### config.mk
export PLATFORM = sky130hd
export DESIGN_NAME = safety_diag_regs
export DESIGN_NICKNAME = d
export VERILOG_FILES = /design/src/rtl/safety_diag_pkg.sv /design/src/rtl/sticky_flags.sv /design/src/rtl/safety_diag_regs.sv
export SDC_FILE = /design/constraint.sdc
export NUM_CORES = 1
export LEC_CHECK = 0
export ABC_AREA = 1
export BUFFER_PORTS_ARGS = -buffer_cell sky130_fd_sc_hd__buf_4
export CAP_MARGIN = 10
export CELL_PAD_IN_SITES_DETAIL_PLACEMENT = 0
export CELL_PAD_IN_SITES_GLOBAL_PLACEMENT = 1
export CORE_UTILIZATION = 40
export DETAILED_ROUTE_END_ITERATION = 6
export HOLD_SLACK_MARGIN = 0.08
export PLACE_DENSITY = 0.87
export RECOVER_POWER = 25
export SLEW_MARGIN = 10
export SYNTH_ARGS = -nofsm -noshare
export SYNTH_HDL_FRONTEND = slang
export SYNTH_HIERARCHICAL = 1
export SYNTH_SLANG_ARGS = --single-unit
### constraint.sdc
create_clock -name core_clk -period 5.3 [get_ports core_clk]
set_input_delay 0.53 -clock core_clk [delete_from_list [all_inputs] [get_ports core_clk]]
set_output_delay 0.53 -clock core_clk [all_outputs]
set_load 0.01 [all_outputs]
### src/rtl/safety_diag_pkg.sv
package safety_diag_pkg;

    localparam int DATA_W = 8;
    localparam int ADDR_W = 6;
    localparam int CFG_W  = 8;
    localparam int SPI_W  = 8;
    localparam int OFF_W  = 8;
    localparam int WDS_W  = 8;

    // register indices of the access port
    localparam logic [ADDR_W-1:0] ADDR_ERR_STAT4    = 6'h00;
    localparam logic [ADDR_W-1:0] ADDR_SPI_XFER     = 6'h01;
    localparam logic [ADDR_W-1:0] ADDR_ANALOG_SELF_TEST_CTRL   = 6'h02;
    localparam logic [ADDR_W-1:0] ADDR_LOGIC_SELF_TEST_CTRL   = 6'h03;
    localparam logic [ADDR_W-1:0] ADDR_CHECK_CTRL   = 6'h04;
    localparam logic [ADDR_W-1:0] ADDR_PWM_HMAX     = 6'h05;
    localparam logic [ADDR_W-1:0] ADDR_PWM_HMIN     = 6'h06;
    localparam logic [ADDR_W-1:0] ADDR_PWM_LMAX     = 6'h07;
    localparam logic [ADDR_W-1:0] ADDR_PWM_LMIN     = 6'h08;
    localparam logic [ADDR_W-1:0] ADDR_PWD_TH       = 6'h09;
    localparam logic [ADDR_W-1:0] ADDR_CFG_CRC      = 6'h0A;
    localparam logic [ADDR_W-1:0] ADDR_DIAG_CTRL    = 6'h0B;
    localparam logic [ADDR_W-1:0] ADDR_DIAG_MUX     = 6'h0C;
    localparam logic [ADDR_W-1:0] ADDR_WDT_WIN1     = 6'h0D;
    localparam logic [ADDR_W-1:0] ADDR_WDT_WIN2     = 6'h0E;
    localparam logic [ADDR_W-1:0] ADDR_WDT_QA_CFG   = 6'h0F;
    localparam logic [ADDR_W-1:0] ADDR_WDT_QUESTION = 6'h10;
    localparam logic [ADDR_W-1:0] ADDR_WDT_STATUS   = 6'h11;
    localparam logic [ADDR_W-1:0] ADDR_WDT_ANSWER   = 6'h12;
    localparam logic [ADDR_W-1:0] ADDR_OFF_STAT     = 6'h13;

    // field layout of the fourth error status register
    localparam int DEVICE_ERROR_COUNTER_LSB = 0;
    localparam int DEVICE_ERROR_COUNTER_W   = 4;
    localparam int DIAG_TO_BIT     = 4;

    // values after reset or reinitialisation
    localparam logic [DATA_W-1:0] CTRL_INIT     = 8'h00;
    localparam logic [DATA_W-1:0] WIN1_INIT     = 8'h00;
    localparam logic [DATA_W-1:0] WIN2_INIT     = 8'h00;
    localparam logic [DATA_W-1:0] QA_CFG_INIT   = 8'h00;
    localparam logic [DATA_W-1:0] QUESTION_INIT = 8'h00;
    localparam logic [DATA_W-1:0] ANSWER_INIT   = 8'h00;
    localparam logic [DATA_W-1:0] UNMAPPED_VAL  = 8'h00;

    typedef struct packed {
        logic              valid;
        logic              write;
        logic [ADDR_W-1:0] addr;
        logic [DATA_W-1:0] wdata;
    } spi_req_s;

    typedef struct packed {
        logic config_lock_bit;
        logic control_lock_bit;
        logic selftest_lock_bit;
        logic diag_state;
    } lock_s;

    typedef struct packed {
        logic [DATA_W-1:0] analog_self_test_ctrl;
        logic [DATA_W-1:0] logic_self_test_ctrl;
        logic [DATA_W-1:0] check_ctrl;
        logic [DATA_W-1:0] diag_ctrl;
        logic [DATA_W-1:0] diag_mux_sel;
        logic [DATA_W-1:0] pwm_hmax;
        logic [DATA_W-1:0] pwm_hmin;
        logic [DATA_W-1:0] pwm_lmax;
        logic [DATA_W-1:0] pwm_lmin;
        logic [DATA_W-1:0] pwd_th;
        logic [DATA_W-1:0] configuration_checksum;
        logic [DATA_W-1:0] wdt_win1;
        logic [DATA_W-1:0] wdt_win2;
        logic [DATA_W-1:0] wdt_qa_cfg;
    } ctrl_s;

endpackage

### src/rtl/sticky_flags.sv
`timescale 1ns/1ps
module sticky_flags
    import safety_diag_pkg::*;
#(
    parameter int W = 8
)(
    input  wire logic         core_clk,
    input  wire logic         rst_n,
    input  wire logic         ce,
    input  wire logic         init,
    input  wire logic         rd_clr,
    input  wire logic [W-1:0] cond,
    output logic      [W-1:0] flags
);
    logic [W-1:0] flags_q;
    logic [W-1:0] flags_d;

    for (genvar i = 0; i < W; i++)
    begin : g_bit
        always_comb
        begin
            // a set in the clearing cycle wins; a read only drops a bit whose cause is gone
            if (init)
                flags_d[i] = 1'b0;
            else if (cond[i])
                flags_d[i] = 1'b1;
            else if (rd_clr)
                flags_d[i] = 1'b0;
            else
                flags_d[i] = flags_q[i];
        end
    end

    always_ff @(posedge core_clk or negedge rst_n)
    begin
        if (!rst_n)
            flags_q <= '0;
        else if (ce)
            flags_q <= flags_d;
    end

    assign flags = flags_q;

endmodule // sticky_flags

### src/rtl/safety_diag_regs.sv
`timescale 1ns/1ps
module safety_diag_regs
    import safety_diag_pkg::*;
(
    input  wire logic                     core_clk,
    input  wire logic                     rst_n,
    input  wire logic                     ce,
    input  wire spi_req_s                 req,
    input  wire lock_s                    locks,
    input  wire logic                     device_reset,
    input  wire logic                     logic_self_test_run,
    input  wire logic [CFG_W-1:0]         watchdog_config,
    input  wire logic                     diag_timeout_cond,
    input  wire logic [2:0]               err4_live,
    input  wire logic                     dev_err_inc,
    input  wire logic                     spi_frame_done,
    input  wire logic [SPI_W-1:0]         spi_frame_err,
    input  wire logic [OFF_W-1:0]         off_state_cond,
    input  wire logic                     wd_question_load,
    input  wire logic [DATA_W-1:0]        wd_question_in,
    input  wire logic [WDS_W-1:0]         wd_status_in,
    output logic      [DATA_W-1:0]        rd_data,
    output logic                          rd_valid,
    output logic                          wr_refused,
    output ctrl_s                         ctrl,
    output logic      [DEVICE_ERROR_COUNTER_W-1:0] device_error_counter,
    output logic      [DATA_W-1:0]        wdt_answer,
    output logic                          wdt_answer_stb,
    output logic                          wd_reinit,
    output logic                          cfg_checksum_bad
);

    function automatic logic write_allowed(input logic [ADDR_W-1:0] a, input lock_s l);
        logic cfg_ok;
        cfg_ok = l.diag_state && !l.config_lock_bit;
        unique case (a)
            ADDR_ERR_STAT4:                   write_allowed = cfg_ok;
            ADDR_ANALOG_SELF_TEST_CTRL, ADDR_LOGIC_SELF_TEST_CTRL: write_allowed = !l.selftest_lock_bit;
            ADDR_CHECK_CTRL, ADDR_DIAG_CTRL:  write_allowed = !l.control_lock_bit;
            ADDR_PWM_HMAX, ADDR_PWM_HMIN, ADDR_PWM_LMAX, ADDR_PWM_LMIN,
            ADDR_PWD_TH, ADDR_CFG_CRC,
            ADDR_WDT_WIN1, ADDR_WDT_WIN2, ADDR_WDT_QA_CFG:
                                              write_allowed = cfg_ok;
            ADDR_DIAG_MUX, ADDR_WDT_ANSWER:   write_allowed = 1'b1;
            default:                          write_allowed = 1'b0;
        endcase
    endfunction

    function automatic logic is_read(input spi_req_s r, input logic [ADDR_W-1:0] a);
        is_read = r.valid && !r.write && (r.addr == a);
    endfunction

    // simple byte sum; cheap and enough to catch a corrupted config byte
    function automatic logic [DATA_W-1:0] cfg_sum(input ctrl_s c);
        cfg_sum = DATA_W'(c.pwm_hmax + c.pwm_hmin + c.pwm_lmax + c.pwm_lmin + c.pwd_th
                          + c.wdt_win1 + c.wdt_win2 + c.wdt_qa_cfg);
    endfunction

    // ---------------- reinitialisation sources
    logic [CFG_W-1:0] watchdog_config_q;
    logic [CFG_W-1:0] watchdog_config_d;
    logic             cfg_primed_q;
    logic             cfg_primed_d;
    logic             watchdog_config_change;
    logic             wd_reinit_q;
    logic             wd_reinit_d;

    // no change is seen before the first sample after power-on
    assign watchdog_config_change = cfg_primed_q && (watchdog_config != watchdog_config_q);

    always_comb
    begin
        watchdog_config_d     = watchdog_config;
        cfg_primed_d = 1'b1;
        wd_reinit_d  = device_reset || logic_self_test_run || watchdog_config_change;
    end

    always_ff @(posedge core_clk or negedge rst_n)
    begin
        if (!rst_n)
        begin
            watchdog_config_q     <= '0;
            cfg_primed_q <= 1'b0;
            wd_reinit_q  <= 1'b0;
        end
        else if (ce)
        begin
            watchdog_config_q     <= watchdog_config_d;
            cfg_primed_q <= cfg_primed_d;
            wd_reinit_q  <= wd_reinit_d;
        end
    end

    // ---------------- writable configuration and control
    logic                     wr_req;
    logic                     wr_ok;
    ctrl_s                    ctrl_q;
    ctrl_s                    ctrl_d;
    logic [DEVICE_ERROR_COUNTER_W-1:0] err_cnt_q;
    logic [DEVICE_ERROR_COUNTER_W-1:0] err_cnt_d;
    logic [DATA_W-1:0]        answer_q;
    logic [DATA_W-1:0]        answer_d;
    logic                     answer_stb_q;
    logic                     answer_stb_d;
    logic                     refused_q;
    logic                     refused_d;

    assign wr_req = req.valid && req.write;
    assign wr_ok  = wr_req && write_allowed(req.addr, locks);

    always_comb
    begin
        ctrl_d       = ctrl_q;
        err_cnt_d    = err_cnt_q;
        answer_d     = answer_q;
        answer_stb_d = 1'b0;
        refused_d    = wr_req && !wr_ok;
        // a refused write falls through every case below untouched
        if (wr_ok)
        begin
            unique case (req.addr)
                ADDR_ERR_STAT4:  err_cnt_d = req.wdata[DEVICE_ERROR_COUNTER_LSB +: DEVICE_ERROR_COUNTER_W];
                ADDR_ANALOG_SELF_TEST_CTRL: ctrl_d.analog_self_test_ctrl = req.wdata;
                ADDR_LOGIC_SELF_TEST_CTRL: ctrl_d.logic_self_test_ctrl = req.wdata;
                ADDR_CHECK_CTRL: ctrl_d.check_ctrl = req.wdata;
                ADDR_DIAG_CTRL:  ctrl_d.diag_ctrl = req.wdata;
                ADDR_PWM_HMAX:   ctrl_d.pwm_hmax = req.wdata;
                ADDR_PWM_HMIN:   ctrl_d.pwm_hmin = req.wdata;
                ADDR_PWM_LMAX:   ctrl_d.pwm_lmax = req.wdata;
                ADDR_PWM_LMIN:   ctrl_d.pwm_lmin = req.wdata;
                ADDR_PWD_TH:     ctrl_d.pwd_th = req.wdata;
                ADDR_CFG_CRC:    ctrl_d.configuration_checksum = req.wdata;
                ADDR_WDT_WIN1:   ctrl_d.wdt_win1 = req.wdata;
                ADDR_WDT_WIN2:   ctrl_d.wdt_win2 = req.wdata;
                ADDR_WDT_QA_CFG: ctrl_d.wdt_qa_cfg = req.wdata;
                ADDR_DIAG_MUX:   ctrl_d.diag_mux_sel = req.wdata;
                ADDR_WDT_ANSWER:
                begin
                    answer_d     = req.wdata;
                    answer_stb_d = 1'b1;
                end
                default:         ctrl_d = ctrl_q;
            endcase
        end
        else if (dev_err_inc)
            err_cnt_d = err_cnt_q + 1'b1;
        // reinitialisation beats a write landing in the same cycle
        if (watchdog_config_change || device_reset)
        begin
            ctrl_d.wdt_win1 = WIN1_INIT;
            ctrl_d.wdt_win2 = WIN2_INIT;
        end
        if (watchdog_config_change || device_reset || logic_self_test_run)
            ctrl_d.wdt_qa_cfg = QA_CFG_INIT;
        if (device_reset)
        begin
            ctrl_d.analog_self_test_ctrl   = CTRL_INIT;
            ctrl_d.logic_self_test_ctrl   = CTRL_INIT;
            ctrl_d.check_ctrl   = CTRL_INIT;
            ctrl_d.diag_ctrl    = CTRL_INIT;
            ctrl_d.diag_mux_sel = CTRL_INIT;
            answer_d            = ANSWER_INIT;
            answer_stb_d        = 1'b0;
        end
    end

    always_ff @(posedge core_clk or negedge rst_n)
    begin
        if (!rst_n)
        begin
            ctrl_q <= '{analog_self_test_ctrl: CTRL_INIT, logic_self_test_ctrl: CTRL_INIT, check_ctrl: CTRL_INIT,
                        diag_ctrl: CTRL_INIT, diag_mux_sel: CTRL_INIT, pwm_hmax: CTRL_INIT,
                        pwm_hmin: CTRL_INIT, pwm_lmax: CTRL_INIT, pwm_lmin: CTRL_INIT,
                        pwd_th: CTRL_INIT, configuration_checksum: CTRL_INIT,
                        wdt_win1: WIN1_INIT, wdt_win2: WIN2_INIT, wdt_qa_cfg: QA_CFG_INIT};
            err_cnt_q    <= '0;
            answer_q     <= ANSWER_INIT;
            answer_stb_q <= 1'b0;
            refused_q    <= 1'b0;
        end
        else if (ce)
        begin
            ctrl_q       <= ctrl_d;
            err_cnt_q    <= err_cnt_d;
            answer_q     <= answer_d;
            answer_stb_q <= answer_stb_d;
            refused_q    <= refused_d;
        end
    end

    // ---------------- watchdog question and status
    logic [DATA_W-1:0] question_q;
    logic [DATA_W-1:0] question_d;
    logic [WDS_W-1:0]  wd_status_q;
    logic [WDS_W-1:0]  wd_status_d;
    logic              wd_init;

    assign wd_init = device_reset || logic_self_test_run || watchdog_config_change;

    always_comb
    begin
        question_d  = question_q;
        wd_status_d = wd_status_in;
        // only the watchdog core loads the question; no write path exists
        if (wd_question_load)
            question_d = wd_question_in;
        if (wd_init)
        begin
            question_d  = QUESTION_INIT;
            wd_status_d = '0;
        end
    end

    always_ff @(posedge core_clk or negedge rst_n)
    begin
        if (!rst_n)
        begin
            question_q  <= QUESTION_INIT;
            wd_status_q <= '0;
        end
        else if (ce)
        begin
            question_q  <= question_d;
            wd_status_q <= wd_status_d;
        end
    end

    // ---------------- latched status registers
    logic             diag_to_flag;
    logic [SPI_W-1:0] spi_flags;
    logic [OFF_W-1:0] off_flags;
    logic [SPI_W-1:0] spi_cond;

    // flags load only when a frame closes, so reads inside a frame see the last one
    assign spi_cond = spi_frame_done ? spi_frame_err : '0;

    sticky_flags #(.W(1)) u_err4_flags (
        .core_clk (core_clk),
        .rst_n    (rst_n),
        .ce       (ce),
        .init     (1'b0),
        .rd_clr   (is_read(req, ADDR_ERR_STAT4)),
        .cond     (diag_timeout_cond),
        .flags    (diag_to_flag)
    );

    sticky_flags #(.W(SPI_W)) u_spi_flags (
        .core_clk (core_clk),
        .rst_n    (rst_n),
        .ce       (ce),
        .init     (1'b0),
        .rd_clr   (is_read(req, ADDR_SPI_XFER)),
        .cond     (spi_cond),
        .flags    (spi_flags)
    );

    sticky_flags #(.W(OFF_W)) u_off_flags (
        .core_clk (core_clk),
        .rst_n    (rst_n),
        .ce       (ce),
        .init     (1'b0),
        .rd_clr   (is_read(req, ADDR_OFF_STAT)),
        .cond     (off_state_cond),
        .flags    (off_flags)
    );

    // ---------------- read path and checksum check
    logic [DATA_W-1:0] rd_data_q;
    logic [DATA_W-1:0] rd_data_d;
    logic              rd_valid_q;
    logic              rd_valid_d;
    logic              crc_bad_q;
    logic              crc_bad_d;
    logic [DATA_W-1:0] err4_val;

    // the three live bits on top follow their source, unlatched
    assign err4_val = {err4_live, diag_to_flag, err_cnt_q};

    always_comb
    begin
        rd_valid_d = req.valid && !req.write;
        rd_data_d  = rd_data_q;
        crc_bad_d  = cfg_sum(ctrl_q) != ctrl_q.configuration_checksum;
        if (rd_valid_d)
        begin
            unique case (req.addr)
                ADDR_ERR_STAT4:    rd_data_d = err4_val;
                ADDR_SPI_XFER:     rd_data_d = spi_flags;
                ADDR_ANALOG_SELF_TEST_CTRL:   rd_data_d = ctrl_q.analog_self_test_ctrl;
                ADDR_LOGIC_SELF_TEST_CTRL:   rd_data_d = ctrl_q.logic_self_test_ctrl;
                ADDR_CHECK_CTRL:   rd_data_d = ctrl_q.check_ctrl;
                ADDR_PWM_HMAX:     rd_data_d = ctrl_q.pwm_hmax;
                ADDR_PWM_HMIN:     rd_data_d = ctrl_q.pwm_hmin;
                ADDR_PWM_LMAX:     rd_data_d = ctrl_q.pwm_lmax;
                ADDR_PWM_LMIN:     rd_data_d = ctrl_q.pwm_lmin;
                ADDR_PWD_TH:       rd_data_d = ctrl_q.pwd_th;
                ADDR_CFG_CRC:      rd_data_d = ctrl_q.configuration_checksum;
                ADDR_DIAG_CTRL:    rd_data_d = ctrl_q.diag_ctrl;
                ADDR_DIAG_MUX:     rd_data_d = ctrl_q.diag_mux_sel;
                ADDR_WDT_WIN1:     rd_data_d = ctrl_q.wdt_win1;
                ADDR_WDT_WIN2:     rd_data_d = ctrl_q.wdt_win2;
                ADDR_WDT_QA_CFG:   rd_data_d = ctrl_q.wdt_qa_cfg;
                ADDR_WDT_QUESTION: rd_data_d = question_q;
                ADDR_WDT_STATUS:   rd_data_d = wd_status_q;
                ADDR_OFF_STAT:     rd_data_d = off_flags;
                default:           rd_data_d = UNMAPPED_VAL;
            endcase
        end
    end

    always_ff @(posedge core_clk or negedge rst_n)
    begin
        if (!rst_n)
        begin
            rd_data_q  <= UNMAPPED_VAL;
            rd_valid_q <= 1'b0;
            crc_bad_q  <= 1'b0;
        end
        else if (ce)
        begin
            rd_data_q  <= rd_data_d;
            rd_valid_q <= rd_valid_d;
            crc_bad_q  <= crc_bad_d;
        end
    end

    assign rd_data              = rd_data_q;
    assign rd_valid             = rd_valid_q;
    assign wr_refused           = refused_q;
    assign ctrl                 = ctrl_q;
    assign device_error_counter = err_cnt_q;
    assign wdt_answer           = answer_q;
    assign wdt_answer_stb       = answer_stb_q;
    assign wd_reinit            = wd_reinit_q;
    assign cfg_checksum_bad     = crc_bad_q;

endmodule // safety_diag_regs

=== After elaboration in Yosys (flattened, before gate mapping) ===
Index checks and enable logic that the tools add are counted.

* $add $sub $neg: 8
* Multipliers: 0
* Divide/modulo/power cells: 0
* Order comparisons: 0
* Equality and inequality tests: 22
* Shift-type cells: 0
* Muxes and demuxes: 53
* Bitwise operators: 0
* Reduce and logical (&&, ||, !) cells: 89

{| class="wikitable"
|+ Operators with widths
! operator !! count
|-
| $mux 8 || 22
|-
| $pmux 8 s19 || 1
|-
| $mux 112 || 1
|-
| $reduce_bool 2->1 || 31
|-
| $add 8x8->8 || 7
|-
| $eq 6x4->1 const B || 8
|-
| $reduce_and 3->1 || 16
|-
| $mux 40 || 1
|-
| $reduce_and 2->1 || 19
|-
| $eq 6x3->1 const B || 4
|-
| $eq 6x5->1 const B || 4
|-
| $mux 1 || 23
|-
| $mux 16 || 1
|-
| $ne 8x8->1 || 2
|-
| $eq 6x2->1 const B || 2
|-
| $mux 4 || 3
|-
| $reduce_or 10->1 || 1
|-
| $logic_and 1x1->1 || 9
|-
| $eq 6x1->1 const B || 1
|-
| $logic_not 6->1 || 1
|-
| $reduce_or 2->1 || 3
|-
| $logic_not 1->1 || 5
|-
| $add 4x1->4 const B || 1
|-
| $logic_or 1x1->1 || 4
|-
| other kinds (2) || 2
|}

* Flip-flop bits (word level): 179
* Latch bits: 0
* Bits in writable memories: 0
* Bits in read-only memories: 0
* Input bits: 72
* Output and inout port bits: 137
* Logic and storage cells: 215
* Memories kept: 0

=== Logic depth before layout (Yosys ltp) ===
* Depth in word-level cells: 8
* Depth in mapped cells: 21
* Depth with buffers taken out: 21

=== Hierarchy ===
Netlist, hierarchy kept.

{| class="wikitable"
|+ Modules (own cells, without submodules)
! module !! times used !! cells each !! area an instance (µm²) !! sequential area each (µm²)
|-
| safety_diag_regs || 1 || 1,157 || 9,392.8 || 4,053.9
|-
| sticky_flags (u_off_flags ...) || 2 || 60 || 407.9 || 200.2
|-
| sticky_flags (u_err4_flags) || 1 || 5 || 45.0 || 25.0
|}

=== Worst setup path after synthesis ===
OpenSTA, ideal clock, no wires.

* Kind: register to register
* From: reg ctrl_q (netlist bit ctrl[34])
* To: reg crc_bad_q, in the netlist cfg_checksum_bad
* Library setup time: 0.113 ns
* Data arrival time: 3.839 ns
* Data required time: 5.187 ns
* Slack: 1.348 ns
* Cell stages (with the launch flop): 20
* Path buffers: 0
* Period minus slack after synthesis: 3.952 ns
* Cell sequence: dfrtp_1 > fa_1 > inv_1 > fa_1 > fa_1 > fa_1 > inv_1 > ha_1 > inv_1 > fa_1 > nand2_1 > o21ai_0 > nor2_1 > nand4_1 > nor2_1 > nand3_1 > nor2_1 > nand3_1 > nand2_1 > inv_1

* Word-level cells in the longest chain between the ends: 5

{| class="wikitable"
|+ Ends and longest elaborated chain
! item !! line !! text
|-
| from (decl) || safety_diag_regs.sv:97 || <nowiki>ctrl_s ctrl_q;</nowiki>
|-
| from (signal assigned) || safety_diag_regs.sv:171 || <nowiki>ctrl_q <= '{analog_self_test_ctrl: CTRL_INIT, logic_self_test_ctrl: CTRL_INIT, check_ctrl: CTRL_INIT,</nowiki>
|-
| from (signal assigned) || safety_diag_regs.sv:183 || <nowiki>ctrl_q <= ctrl_d;</nowiki>
|-
| $add 8x8->8 || safety_diag_regs.sv:55 || <nowiki>cfg_sum = DATA_W'(c.pwm_hmax + c.pwm_hmin + c.pwm_lmax + c.pwm_lmin + c.pwd_th</nowiki>
|-
| $add 8x8->8 (3 in series) || safety_diag_regs.sv:56 || <nowiki>+ c.wdt_win1 + c.wdt_win2 + c.wdt_qa_cfg);</nowiki>
|-
| $ne 8x8->1 || safety_diag_regs.sv:283 || <nowiki>crc_bad_d = cfg_sum(ctrl_q) != ctrl_q.configuration_checksum;</nowiki>
|-
| to (signal assigned) || safety_diag_regs.sv:323 || <nowiki>crc_bad_q <= crc_bad_d;</nowiki>
|-
| to (decl) || safety_diag_regs.sv:272 || <nowiki>logic crc_bad_q;</nowiki>
|}

Every way passes these cells.
A chain may end at the register's enable or synchronous reset.

=== Worst setup path in the final report ===
* From: in ce
* To: reg answer_q[1], in the netlist wdt_answer[1]

* Word-level cells in the longest chain between the ends: 1

{| class="wikitable"
|+ Ends and longest elaborated chain
! item !! line !! text
|-
| from (decl) || safety_diag_regs.sv:7 || <nowiki>input wire logic ce,</nowiki>
|-
| $reduce_and 3->1 (no line) || n/a ||
|-
| to (signal assigned) || safety_diag_regs.sv:185 || <nowiki>answer_q <= answer_d;</nowiki>
|-
| to (decl) || safety_diag_regs.sv:101 || <nowiki>logic [DATA_W-1:0] answer_q;</nowiki>
|}

Every way passes these cells.

==> impl_metrics.yaml <==
outcome:
  status: "complete, but fails checks"
  violations: "capacitance limit, slew limit"
worst_setup_path:
  reg2reg_slack_ns: 1.17
  crit_fanout: 57
  regToRegStartpoint: "ctrl[34]"
  cp.required_ns: 5.64
  start_kind: "input port"
  crit_path_end_kind: "flip-flop"
  r2r-end: "cfg_checksum_bad"
  crit_type: "input port to flip-flop"
  crit_arrival_ns: 4.64
  endpoint: "wdt_answer[1]"
  setup.worst_path.start: "ce"
  r2r_cells: 19
global_routing:
  grt_max_degree: 73
  grt_overflow: 0
  antenna_found_initial: 0
  grt_pass1_vias: 9018
  track_usage_pct: 28.2
  grt_pass1_wl_mm: 54.0
power_and_ir_drop:
  powerDensity_nw_per_um2: 245
  vdd_drop_max_mv: 0.208
  leakagePower_nw: 6.51
finish:
  drive_above_1_share_pct: 19.2
  syn_to_final_growth_pct: 23.7
  stdcell_area_um2: 12700
  layout.cells.non_filler: 1833
  diodes: 0
  nets: 1611
routing:
  first_iter_violations: 926
  first_pass_iters: 6
  wl_mm: 36.3
  drc: 0
  drtAntennaViolNets: 0
  dr_total_vias: 9521
  viasPerCell: 5.19
  wl_per_cell_um: 19.8
cts:
  clock_latency_ns: 0.43
  cts_tree: "yes"
  cts_setup_buffers: 0
  clock_sinks: 179
  cts_made_buffers: 17
  path_clk_slew_ns: 0.07
  ctsLongestPathBuffers: 2
  cts_resized: 0
  holdBufCountCts: 0
  cts.htree.levels: 4
  clk_root_buffer_cell: "clkbuf_16"
yosys:
  ys_seq_area_share_pct: 43.7
  synth_top_area_share_pct: 43.7
  ys_seq_elements: 179
  yosysUniqueCellTypes: 44
  netlist_top_cells_count: "457 x nand2_1, 179 x dfrtp_1, 165 x inv_1, 96 x o21ai_1, 70 x nand3_1"
  syn_area_per_cell_um2: 8.00
  synth_area_leaders: "dfrtp_1 44%, nand2_1 17%, fa_1 7.6%, inv_1 6.0%, o21ai_1 4.7%"
  async_flop_share_pct: 100
  syn_inst: 1282
  yosysWarnings: 6
  ys.flop_type: "dfrtp_1"
  synth_most_common_cell: "nand2_1"
  synth-edff-count: 0
  syn_area_um2: 10300
  yosys.area.top_type: "dfrtp_1"
min_path:
  hp-class: "input port to flip-flop"
  hold_depth: 3
timing:
  fin_crit_sh_pct: 81.1
  hold_viol_final: 0
  relSlewSlack_pct: -163
  worst_hold_slack_ns: 0.304
  rsz0062_at_grt: "no"
  finalCriticalPeriod_ns: 4.30
  maxSlewViolCount: 131
  worst_pin_slew_ns: 3.95
  worst_clock_skew_ns: 0.00847
  setup_viol: 0
  fin_setup_tns_ns: 0
  fmax_mhz: 233
die:
  fp.dieH_um: 162
  ios: 209
  die_area_um2: 26300
  start_util_pct: 40.7
  rows: 58
  die_w_um: 162
  design.core.area_um2: 25200
placement:
  gp_congestion: 0.987
  dp_hpwl_mm: 28.5
  placed_area_um2: 12100
  io_buffer_count: 208
  place_inst: 1802
run:
  max_cap_viol_count: 2
[through the flow]
stage	setup slack [ns]	power, mW	util, %
finish	0.999	3.10	50.4
floorplan	1.35	1.64	-
global placement	1.25	1.80	48.1
CTS	1.18	3.10	50.4
detailed placement	1.20	1.81	48.1
global route	0.620	3.21	50.4
[critical path: stages]
cell and delay, ns:
clkbuf_1 1.86, inv_1 0.08, clkbuf_1 0.55, nor2_2 0.63
nand2_4 0.13, inv_4 0.16, nand3_1 0.35, o21ai_0 0.30
[state kept, by name (all words and copies together), names as in the netlist]
| signal | count |
|---|---|
| rd_valid | 1 |
| wdt_answer_stb | 1 |
| u_spi_flags/flags | 8 |
| wd_status_q | 8 |
| u_off_flags/flags | 8 |
| rd_data | 8 |
| ctrl | 112 |
| question_q | 8 |
| device_error_counter | 4 |
| cfg_primed_q | 1 |
| wd_reinit | 1 |
| watchdog_config_q | 8 |
| wr_refused | 1 |
| wdt_answer | 8 |
| cfg_checksum_bad | 1 |
| u_err4_flags/flags | 1 |
[placed cells by master (no fill, tap or decap), types with 4 or more instances in the layout]
master and count:
a211oi_1 6, a21oi_1 7, a22o_1 7, buf_4 207
clkbuf_1 7, clkbuf_16 17, clkinv_1 4, conb_1 6
dfrtp_1 179, fa_1 39, ha_1 9, inv_1 165
inv_2 4, nand2_1 457, nand2_2 11, nand2_4 7
nand3_1 70, nand3_2 7, nand4_1 15, nand4_2 8
nor2_1 58, nor2_2 9, nor3_1 5, o21ai_0 33
o21ai_1 95, o22ai_1 6, o2bb2ai_1 5, xnor2_1 11
xor2_1 16
[area by class of cell]
cell class / instances / area [µm²]
fill: 2478 / 12500
tap: 330 / 413
clock inverter: 11 / 153
clock buffer: 20 / 437
inverter: 174 / 656
sequential: 179 / 4480
multi-input combinational: 908 / 4970
timing repair buffer: 211 / 1570
[per-layer routing]
metal,global-route usage [%],vias to the layer above,share of wire (%)
met5,0,-,0
met4,11.2,0,3.5
met3,6.66,66,9.9
met2,42.9,446,45
met1,38.9,4545,42
li1,-,4464,-
[how the worst min path moves through the flow]
| stage | start | endpoint | slack (ns) |
|---|---|---|---|
| floorplan | rst_n | cfg_checksum_bad | 0.23 |
| global placement | cfg_primed_q | cfg_primed_q | 0.45 |
| detailed placement | cfg_primed_q | cfg_primed_q | 0.45 |
| CTS | rst_n | ctrl[89] | 0.14 |
| global route | watchdog_config[0] | watchdog_config_q[0] | 0.30 |
| finish | watchdog_config[7] | watchdog_config_q[7] | 0.30 |
[kinds of logic (layout without fill, tap and decap cells)]
group | after synthesis | count (layout) | synth area share (%)
AOI/OAI and AO/OA | 169 | 169 | 9.25
adders and majority gates | 48 | 48 | 8.71
other | 1 | 6 | 0.0366
xor gates and xnor gates | 27 | 27 | 2.31
DFF | 179 | 179 | 43.7
and+or+nand+nor | 658 | 658 | 28.0
buffers and inverters | 200 | 416 | 7.99
[report_power, final]
group / total, mW / internal, mW / switching, mW
Sequential: 1.45 / 1.41 / 0.0420
Clock: 1.32 / 0.745 / 0.572
Combinational: 0.338 / 0.124 / 0.214
Note: power is estimated with default switching activity, not from simulation.
